## src/common/asr_pkg.sv

```systemverilog
// Purpose: constants for the task-file status and control block
// Assumes: 125 MHz core clock, byte-wide task-file port
// Notes: offsets are task-file register offsets
package asr_pkg;
    // clock
    localparam int unsigned CLK_PERIOD_NS = 8;
    // register offsets
    localparam logic [3:0] OFS_STATUS = 4'h7;
    localparam logic [3:0] OFS_DRIVE_HEAD = 4'h6;
    localparam logic [3:0] OFS_COMMAND = 4'h7;
    localparam logic [3:0] OFS_ALT_STATUS = 4'he;
    localparam logic [3:0] OFS_DEVICE_CONTROL = 4'he;
    localparam logic [3:0] OFS_DRIVE_ADDRESS = 4'hf;
    // status bit positions
    localparam int BIT_BUSY = 7;
    localparam int BIT_READY = 6;
    localparam int BIT_WRITE_FAULT = 5;
    localparam int BIT_SEEK_COMPLETE = 4;
    localparam int BIT_DATA_REQUEST = 3;
    localparam int BIT_FIXED_DATA = 2;
    localparam int BIT_INDEX = 1;
    localparam int BIT_ERROR = 0;
    // device control positions
    localparam int BIT_SOFT_RESET = 2;
    localparam int BIT_INT_MASK_N = 1;
    // drive/head positions
    localparam int BIT_DRIVE_SELECT = 4;
    // drive address positions
    localparam int BIT_WRITE_GATE_N = 6;
    // reset values
    localparam logic [7:0] RST_DRIVE_HEAD = 8'ha0;
    localparam logic RST_INT_MASK_N = 1'b0;
    // timing, figures as printed
    localparam int unsigned BUSY_SET_NS = 400;
    localparam int unsigned CLASS2_DRQ_US = 700;
    localparam int unsigned CLASS3_DRQ_MS = 20;
    localparam int unsigned BUSY_CLEAR_NS = 400;
    localparam int unsigned BUSY_SET_CYC = BUSY_SET_NS / CLK_PERIOD_NS;
    localparam int unsigned BUSY_CLEAR_CYC = BUSY_CLEAR_NS / CLK_PERIOD_NS;
    localparam int unsigned CLASS2_DRQ_CYC = (CLASS2_DRQ_US * 1000) / CLK_PERIOD_NS;
    localparam int unsigned CLASS3_DRQ_CYC = (CLASS3_DRQ_MS * 1000000) / CLK_PERIOD_NS;
    localparam int TMR_W = 22;
    typedef enum logic [1:0] {CMD_CLASS1, CMD_CLASS2, CMD_CLASS3} asr_class_type;
endpackage : asr_pkg

```

## src/common/asr_hs_if.sv

```systemverilog
// Purpose: carries drive/head state to the drive address formatter
// Assumes: single clock
// Notes: none
`timescale 1ns/1ps
interface asr_hs_if;
    logic [7:0] drive_head;
    logic write_active;
    logic [7:0] drive_address;
    modport src (output drive_head, output write_active, input drive_address);
    modport fmt (input drive_head, input write_active, output drive_address);
endinterface : asr_hs_if

```

## src/rtl/asr_drive_addr.sv

```systemverilog
// Purpose: forms the legacy drive address byte
// Assumes: drive/head value is registered upstream
// Notes: purely combinational
`timescale 1ns/1ps
module asr_drive_addr
    import asr_pkg::*;
(
    asr_hs_if.fmt hs
);
    always_comb
    begin
        // bit 7 has no defined value; driven as one
        hs.drive_address[7] = 1'b1;
        hs.drive_address[BIT_WRITE_GATE_N] = ~hs.write_active;
        hs.drive_address[5:2] = ~hs.drive_head[3:0];
        hs.drive_address[1] = ~hs.drive_head[BIT_DRIVE_SELECT];
        hs.drive_address[0] = hs.drive_head[BIT_DRIVE_SELECT];
    end
endmodule : asr_drive_addr

```

## src/rtl/asr_status_regs.sv

```systemverilog
// Purpose: task-file status, device control and drive address logic
// Assumes: host strobes are already synchronised to i_clk
// Notes: media engine reports events through the core port group
//
// Overview of operation
// - busy set while device owns registers
// - dma request only with busy or drq
// - ready cleared until commands can be accepted
// - write fault flag reflects fault event
// - seek complete set whenever ready
// - drq set when data must move
// - fixed data flag on corrected error
// - index bit always reads zero
// - error flag when previous command failed
// - failing sector address left in registers
// - device control writable even while busy
// - control bits 7..3 and 0 ignored
// - soft reset bit holds device in reset
// - interrupt enable active low, resets zero
// - write gate low during write
// - drive address shows inverted head bits
// - drive select bits low when selected
// - drive address bit 7 undefined
// - class 1 sets busy within 400 ns
// - class 2 drq within 700 us
// - class 3 drq within 20 ms
// - status read clears interrupt, alternate not
// - drive/head holds drive select and head
`timescale 1ns/1ps
module asr_status_regs
    import asr_pkg::*;
#(
    parameter int unsigned CLASS2_LIMIT = CLASS2_DRQ_CYC,
    parameter int unsigned CLASS3_LIMIT = CLASS3_DRQ_CYC
)
(
    // clock and reset
    input wire logic i_clk,
    input wire logic i_sys_rst,
    // host task-file port
    input wire logic i_wr,
    input wire logic i_rd,
    input wire logic [3:0] i_addr,
    input wire logic [7:0] i_wdata,
    output logic [7:0] o_rdata,
    // core events
    input wire logic i_core_ready,
    input wire logic [1:0] i_cmd_class,
    input wire logic i_buffer_ready,
    input wire logic i_xfer_done,
    input wire logic i_cmd_error,
    input wire logic i_write_fault,
    input wire logic i_corrected,
    input wire logic i_dma_cmd,
    input wire logic i_dma_want,
    input wire logic i_int_event,
    // outputs to host and core
    output logic o_irq,
    output logic o_dmarq,
    output logic o_soft_reset,
    output logic o_cmd_strobe,
    output logic [7:0] o_cmd_code,
    output logic o_write_active
);
    typedef enum logic [1:0] {ST_IDLE, ST_BUSY, ST_XFER} asr_state_type;

    // ----------------------------------------------------------
    // decode
    // ----------------------------------------------------------
    function automatic logic hit(input logic [3:0] a, input logic [3:0] ofs);
        hit = (a == ofs);
    endfunction : hit

    asr_state_type state;
    logic busy;
    logic ready;
    logic data_request_flag;
    logic write_fault_flag;
    logic fixed_data_flag;
    logic error_flag;
    logic soft_reset_bit;
    logic interrupt_mask_n;
    logic int_pending;
    logic [7:0] drive_head;
    logic [TMR_W-1:0] timer;
    logic core_reset;
    logic cmd_wr;
    logic [7:0] status_byte;
    logic deadline;
    logic status_rd;
    asr_hs_if hs ();

    assign core_reset = i_sys_rst | soft_reset_bit;
    // the command register is locked out while busy
    assign cmd_wr = i_wr & hit(i_addr, OFS_COMMAND) & ~busy;
    // only the primary copy clears the pending interrupt
    assign status_rd = i_rd & hit(i_addr, OFS_STATUS);

    // ----------------------------------------------------------
    // device control
    // ----------------------------------------------------------
    always_ff @(posedge i_clk)
    begin
        if (i_sys_rst)
        begin
            soft_reset_bit <= 1'b0;
            o_soft_reset <= 1'b0;
            interrupt_mask_n <= RST_INT_MASK_N;
        end
        else if (i_wr & hit(i_addr, OFS_DEVICE_CONTROL))
        begin
            // only the reset and mask bits are kept
            soft_reset_bit <= i_wdata[BIT_SOFT_RESET];
            // the core sees soft reset on the same edge as the bit itself
            o_soft_reset <= i_wdata[BIT_SOFT_RESET];
            interrupt_mask_n <= i_wdata[BIT_INT_MASK_N];
        end
        else if (soft_reset_bit)
        begin
            interrupt_mask_n <= RST_INT_MASK_N;
        end
    end

    // ----------------------------------------------------------
    // drive/head
    // ----------------------------------------------------------
    always_ff @(posedge i_clk)
    begin
        if (core_reset)
        begin
            drive_head <= RST_DRIVE_HEAD;
        end
        else if (i_wr & hit(i_addr, OFS_DRIVE_HEAD) & ~busy)
        begin
            drive_head <= i_wdata;
        end
    end

    // ----------------------------------------------------------
    // deadline watch
    // ----------------------------------------------------------
    // the compare stops one short of the limit: the command edge
    // counts as the first cycle of the allowed span, so the data
    // request never lands a cycle past the deadline
    always_comb
    begin
        deadline = 1'b0;
        if (i_cmd_class == 2'(CMD_CLASS2))
        begin
            deadline = (timer >= TMR_W'(CLASS2_LIMIT - 1));
        end
        else if (i_cmd_class == 2'(CMD_CLASS3))
        begin
            deadline = (timer >= TMR_W'(CLASS3_LIMIT - 1));
        end
    end

    // ----------------------------------------------------------
    // command sequencer
    // ----------------------------------------------------------
    always_ff @(posedge i_clk)
    begin
        if (core_reset)
        begin
            state <= ST_IDLE;
            busy <= 1'b1;
            data_request_flag <= 1'b0;
            timer <= '0;
        end
        else
        begin
            unique case (state)
                ST_IDLE:
                begin
                    data_request_flag <= 1'b0;
                    // busy until the core can take commands
                    busy <= ~i_core_ready;
                    timer <= '0;
                    if (cmd_wr)
                    begin
                        // busy on the next edge, well inside 400 ns
                        busy <= 1'b1;
                        state <= ST_BUSY;
                    end
                end
                ST_BUSY:
                begin
                    timer <= timer + 1'b1;
                    if (i_buffer_ready)
                    begin
                        data_request_flag <= 1'b1;
                        state <= ST_XFER;
                    end
                    else if (i_xfer_done)
                    begin
                        busy <= 1'b0;
                        state <= ST_IDLE;
                    end
                    else if (deadline)
                    begin
                        // deadline missed: data request forced on time
                        data_request_flag <= 1'b1;
                        state <= ST_XFER;
                    end
                end
                ST_XFER:
                begin
                    // busy drops one edge after drq rises
                    busy <= 1'b0;
                    if (i_xfer_done)
                    begin
                        data_request_flag <= 1'b0;
                        state <= ST_IDLE;
                    end
                end
            endcase
        end
    end

    // ----------------------------------------------------------
    // ready and result flags
    // ----------------------------------------------------------
    always_ff @(posedge i_clk)
    begin
        if (core_reset)
        begin
            ready <= 1'b0;
            write_fault_flag <= 1'b0;
            fixed_data_flag <= 1'b0;
            error_flag <= 1'b0;
        end
        else
        begin
            ready <= i_core_ready;
            // set wins over clear by a new command
            write_fault_flag <= i_write_fault | (write_fault_flag & ~cmd_wr);
            fixed_data_flag <= i_corrected | (fixed_data_flag & ~cmd_wr);
            // cause and sector address stay in the core's task file
            error_flag <= i_cmd_error | (error_flag & ~cmd_wr);
        end
    end

    // ----------------------------------------------------------
    // interrupt and dma request
    // ----------------------------------------------------------
    always_ff @(posedge i_clk)
    begin
        if (core_reset)
        begin
            int_pending <= 1'b0;
        end
        else if (i_int_event)
        begin
            int_pending <= 1'b1;
        end
        else if (status_rd)
        begin
            int_pending <= 1'b0;
        end
    end

    always_ff @(posedge i_clk)
    begin
        if (core_reset)
        begin
            o_irq <= 1'b0;
            o_dmarq <= 1'b0;
        end
        else
        begin
            o_irq <= int_pending & ~interrupt_mask_n & ~status_rd;
            o_dmarq <= i_dma_cmd & i_dma_want & (busy | data_request_flag);
        end
    end

    // ----------------------------------------------------------
    // read data
    // ----------------------------------------------------------
    always_comb
    begin
        status_byte = '0;
        status_byte[BIT_BUSY] = busy;
        status_byte[BIT_READY] = ready;
        status_byte[BIT_WRITE_FAULT] = write_fault_flag;
        status_byte[BIT_SEEK_COMPLETE] = ready;
        status_byte[BIT_DATA_REQUEST] = data_request_flag;
        status_byte[BIT_FIXED_DATA] = fixed_data_flag;
        status_byte[BIT_INDEX] = 1'b0;
        status_byte[BIT_ERROR] = error_flag;
    end

    assign hs.drive_head = drive_head;
    assign hs.write_active = o_write_active;

    asr_drive_addr u_drive_addr (
        .hs(hs.fmt)
    );

    always_ff @(posedge i_clk)
    begin
        if (i_sys_rst)
        begin
            o_rdata <= '0;
        end
        else if (i_rd & (hit(i_addr, OFS_STATUS) | hit(i_addr, OFS_ALT_STATUS)))
        begin
            o_rdata <= status_byte;
        end
        else if (i_rd & hit(i_addr, OFS_DRIVE_ADDRESS))
        begin
            o_rdata <= hs.drive_address;
        end
        else if (i_rd & hit(i_addr, OFS_DRIVE_HEAD))
        begin
            o_rdata <= drive_head;
        end
        else if (i_rd)
        begin
            o_rdata <= '0;
        end
    end

    // ----------------------------------------------------------
    // core-side outputs
    // ----------------------------------------------------------
    always_ff @(posedge i_clk)
    begin
        if (core_reset)
        begin
            o_cmd_strobe <= 1'b0;
            o_cmd_code <= '0;
            o_write_active <= 1'b0;
        end
        else
        begin
            o_cmd_strobe <= cmd_wr;
            if (cmd_wr)
            begin
                o_cmd_code <= i_wdata;
            end
            o_write_active <= (state != ST_IDLE) & (i_cmd_class != 2'(CMD_CLASS1)) & data_request_flag;
        end
    end
endmodule : asr_status_regs

```

## config.mk

```make
export PLATFORM = sky130hd
export DESIGN_NAME = asr_status_regs
export DESIGN_NICKNAME = d
export VERILOG_FILES = /design/src/common/asr_pkg.sv /design/src/common/asr_hs_if.sv /design/src/rtl/asr_drive_addr.sv /design/src/rtl/asr_status_regs.sv
export SDC_FILE = /design/constraint.sdc
export NUM_CORES = 1
export LEC_CHECK = 0
export BUFFER_PORTS_ARGS = -buffer_cell sky130_fd_sc_hd__buf_2
export CORE_MARGIN = 2
export CORE_UTILIZATION = 50
export DETAILED_ROUTE_END_ITERATION = 8
export GPL_TIMING_DRIVEN = 0
export PLACE_DENSITY = 0.75
export SLEW_MARGIN = 20
export SYNTH_ARGS = -nofsm -noshare
export SYNTH_HDL_FRONTEND = slang
export SYNTH_SLANG_ARGS = --single-unit
```

## constraint.sdc

```tcl
create_clock -name i_clk -period 2.7 [get_ports i_clk]
set_clock_uncertainty 0.1 [all_clocks]
set_input_delay 0.405 -clock i_clk [delete_from_list [all_inputs] [get_ports i_clk]]
set_output_delay 0.405 -clock i_clk [all_outputs]
set_load 0.02 [all_outputs]
```

==> metrics.txt <==
# TYPE chip_impl_metric gauge
chip_impl_metric{name="power.ir.vdd_worst",unit="mV"} 0.363
chip_impl_metric{name="dp_hpwl",unit="microns"} 5370
chip_impl_metric{name="fillerInstances",unit=""} 545
chip_impl_metric{name="detail_route.first_pass.iterations",unit=""} 5
chip_impl_metric{name="clkSlewWorstSetupHoldPaths",unit="ps"} 80
chip_impl_metric{name="grt_usage",unit="%"} 23.2
chip_impl_metric{name="vias_in_the_first_global_route",unit=""} 2451
chip_impl_metric{name="cts_htree_levels",unit=""} 3
chip_impl_metric{name="synth_cell_type_count",unit=""} 61
chip_impl_metric{name="cellLeakagePower",unit="nW"} 1.28
chip_impl_metric{name="multiInputGateArea",unit="sq um"} 1640
chip_impl_metric{name="holdBufCountCts",unit=""} 0
chip_impl_metric{name="syn_nets",unit=""} 383
chip_impl_metric{name="synth.cell_area",unit="sq um"} 2980
chip_impl_metric{name="final_weighted_congestion_of_routability_driven_global_placement",unit=""} 0.928
chip_impl_metric{name="initial_antenna_violation_count",unit=""} 0
chip_impl_info{name="outcome",value="complete, no violations"} 1
chip_impl_metric{name="detailedRoute.firstIterationViolations",unit=""} 197
chip_impl_info{name="worst_setup_path_end_kind",value="flop"} 1
chip_impl_metric{name="place.port_buffers",unit=""} 45
chip_impl_metric{name="final_stage_net_count",unit=""} 439
chip_impl_info{name="worstSetupStartpointType",value="flop"} 1
chip_impl_metric{name="synth_enable_flop_cells",unit=""} 0
chip_impl_metric{name="dpl-instance-area",unit="sq um"} 3300
chip_impl_metric{name="rows",unit=""} 28
chip_impl_metric{name="finalMaxSlewViolations",unit=""} 0
chip_impl_metric{name="core_area",unit="sq um"} 5850
chip_impl_metric{name="cts_resized",unit=""} 0
chip_impl_metric{name="ffs_latches_synth",unit=""} 61
chip_impl_metric{name="io_pins",unit=""} 48
chip_impl_metric{name="critical_path_required",unit="ps"} 2860
chip_impl_metric{name="wirelength",unit="microns"} 7350
chip_impl_metric{name="post-cts-setup-buffers",unit=""} 0
chip_impl_metric{name="final_area",unit="sq um"} 3510
chip_impl_info{name="worst_min_delay_path_category",value="primary input to flop"} 1
chip_impl_metric{name="grt_start_max_net_pins",unit=""} 13
chip_impl_metric{name="synth_cells",unit=""} 352
chip_impl_info{name="most_common_cell_in_the_synthesized_netlist",value="dfxtp_1"} 1
chip_impl_info{name="cts_root_buffer",value="clkbuf_8"} 1
chip_impl_info{name="grt_setup_unrepaired",value="no"} 1
chip_impl_info{name="synth.area.top_cells",value="dfxtp_1 41%, nand2_1 6.0%, a21oi_1 5.0%"} 1
chip_impl_info{name="timing.hold.worst_endpoint",value="fixed_data_flag"} 1
chip_impl_info{name="cts_tree",value="yes"} 1
chip_impl_metric{name="numCtsBuffers",unit=""} 9
chip_impl_metric{name="route.detailed.vias_per_inst",unit=""} 5.77
chip_impl_metric{name="synthesis.area_per_instance",unit="sq um"} 8.47
chip_impl_metric{name="cts_sinks",unit=""} 61
chip_impl_metric{name="regArea",unit="sq um"} 1220
chip_impl_metric{name="r2r.worst_path.cells",unit=""} 6
chip_impl_metric{name="fin_crit_sh",unit="%"} 86.4
chip_impl_metric{name="max_cap_viol_count",unit=""} 0
chip_impl_metric{name="synth.top_cell.area_share",unit="%"} 41.0
chip_impl_metric{name="fp.dieH",unit="microns"} 81.2
chip_impl_metric{name="critPathMaxFanout",unit=""} 7
chip_impl_metric{name="globalRouteOverflowTotal",unit=""} 0
chip_impl_metric{name="die_x",unit="microns"} 81.2
chip_impl_metric{name="totalPowerFinal",unit="mW"} 1.95
chip_impl_metric{name="ctsLongestPathBuffers",unit=""} 2
chip_impl_metric{name="timing.final.setup_violations",unit=""} 0
chip_impl_metric{name="start_util",unit="%"} 50.9
chip_impl_metric{name="hold_viol_final",unit=""} 0
chip_impl_info{name="post-synth-top-area-cell",value="dfxtp_1"} 1
chip_impl_metric{name="areaGrowthSynthToFinish",unit="%"} 17.7
chip_impl_metric{name="fmaxAchievable",unit="GHz"} 0.429
chip_impl_info{name="synth-main-ff-cell",value="dfxtp_1"} 1
chip_impl_metric{name="ys_warns",unit=""} 0
chip_impl_info{name="rr_endpoint",value="timer[20]"} 1
chip_impl_info{name="crit_type",value="flop to flop"} 1
chip_impl_metric{name="ffs_w_async_s_r_synth",unit="%"} 0
chip_impl_metric{name="worstMarginPinSlew",unit="ps"} 778
chip_impl_metric{name="grt_pass1_wl",unit="microns"} 11500
chip_impl_info{name="synth_top_cells_by_count",value="61 x dfxtp_1, 48 x nand2_1, 37 x nor2_1"} 1
chip_impl_info{name="reg2reg_from",value="timer[0]"} 1
chip_impl_metric{name="floorplan_die_area",unit="sq um"} 6590
chip_impl_metric{name="cellPowerDensity",unit="nW/um^2"} 556
chip_impl_metric{name="clock_latency",unit="ps"} 350
chip_impl_info{name="min-delay-start",value="i_corrected"} 1
chip_impl_metric{name="setup.reg_to_reg.worst_slack",unit="ps"} 370
chip_impl_metric{name="arrival",unit="ps"} 2500
chip_impl_metric{name="route.vias.total",unit=""} 2815
chip_impl_metric{name="timing.hold.worst_path_depth",unit=""} 3
chip_impl_metric{name="synth_sequential_area_ratio",unit="%"} 41.0
chip_impl_metric{name="wire_per_inst",unit="microns"} 15.1
chip_impl_metric{name="maxSlewHeadroom",unit="%"} 48.0
chip_impl_metric{name="layout-drive-gt1-share",unit="%"} 21.1
chip_impl_metric{name="fin_setup_tns",unit="ps"} 0
chip_impl_metric{name="timing.final.crit_period",unit="ps"} 2330
chip_impl_metric{name="num_antenna_cells",unit=""} 0
chip_impl_metric{name="postRouteAntennaNets",unit=""} 0
chip_impl_metric{name="drc",unit=""} 0
## layer usage
layer  wire [microns]  GRT usage (%)
met1             3510           31.1
met2             3290           36.7
met3              395           3.33
met4              153           11.4
met5                0              0
## critical path: stages (launching register included)
cell     delay (ps)
dfxtp_1         410
ha_1            310
nand3_1         240
nor4_2          450
nand2_1         150
or4_1           410
a31oi_1         180
## sequential cells by signal, indices dropped and copies added, names as in the netlist
name / cells
timer: 22
drive_head: 8
o_cmd_code: 8
o_rdata: 8
state: 2
busy: 1
data_request_flag: 1
error_flag: 1
fixed_data_flag: 1
int_pending: 1
interrupt_mask_n: 1
o_cmd_strobe: 1
o_dmarq: 1
o_irq: 1
o_write_active: 1
ready: 1
soft_reset_bit: 1
write_fault_flag: 1
## area by class of cell
cell class                 instances  share of cell area (%)
timing repair buffer              45                    6.42
tap                               75                    2.68
inverter                           9                   0.963
sequential                        61                    34.8
buffer                            22                    2.75
clock inverter                     7                    2.14
clock buffer                       9                    3.53
multi-input combinational        260                    46.7
## power breakdown
group	internal, mW	leakage, nW	switching (mW)
registers	0.917	0.495	0.0138
logic	0.0672	0.690	0.130
clock network	0.428	0.0918	0.393
## cells by family after synthesis
logic type	after synthesis	synth area share, %
AOI/OAI and AO/OA	88	19.6
buffers and inverters	31	4.37
DFF	61	41.0
and+or+nand+nor	149	27.1
adders and majority gates	4	1.68
muxes	13	4.58
xor gates and xnor gates	6	1.76
## stage by stage
step	instances	worst slack [ps]	hold WS (ps)	util, %
after floorplan	352	649	291	-
after global placement	472	506	305	56.4
after detailed placement	472	467	318	56.4
after CTS	488	440	160	59.8
after global routing	488	232	178	59.9
final	488	367	161	59.9
## worst max-delay path by stage
stage	slack, ps	start	to	depth (start not counted)
floorplan	650	i_addr[3]	state[0]	6
global placement	510	timer[0]	timer[20]	6
detailed placement	470	timer[0]	timer[20]	6
CTS	440	timer[0]	timer[20]	6
global route	230	timer[0]	timer[14]	6
finish	370	timer[0]	timer[20]	6
## placed cells by master, fill, tap and decap left out, types with 3 or more instances in the layout
master and n:
nand2_1 48, nor3_1 3, xnor2_1 4, nor4_1 3, inv_1 9, a311oi_1 4, or2_2 4, nor4b_1 4
clkbuf_1 10, buf_1 3, clkinvlp_4 3, nor2_1 37, and2_1 3, a211oi_1 9, o211ai_1 7, nand2b_1 4
a22oi_1 5, mux2i_1 11, dfxtp_1 61, ha_1 4, clkbuf_8 9, nand3_1 8, o21a_1 5, nand4_1 6
buf_2 53, nand3b_1 4, a21oi_1 30, a31oi_1 3, o21ai_0 12
Note: power is estimated with default switching activity, not from simulation.
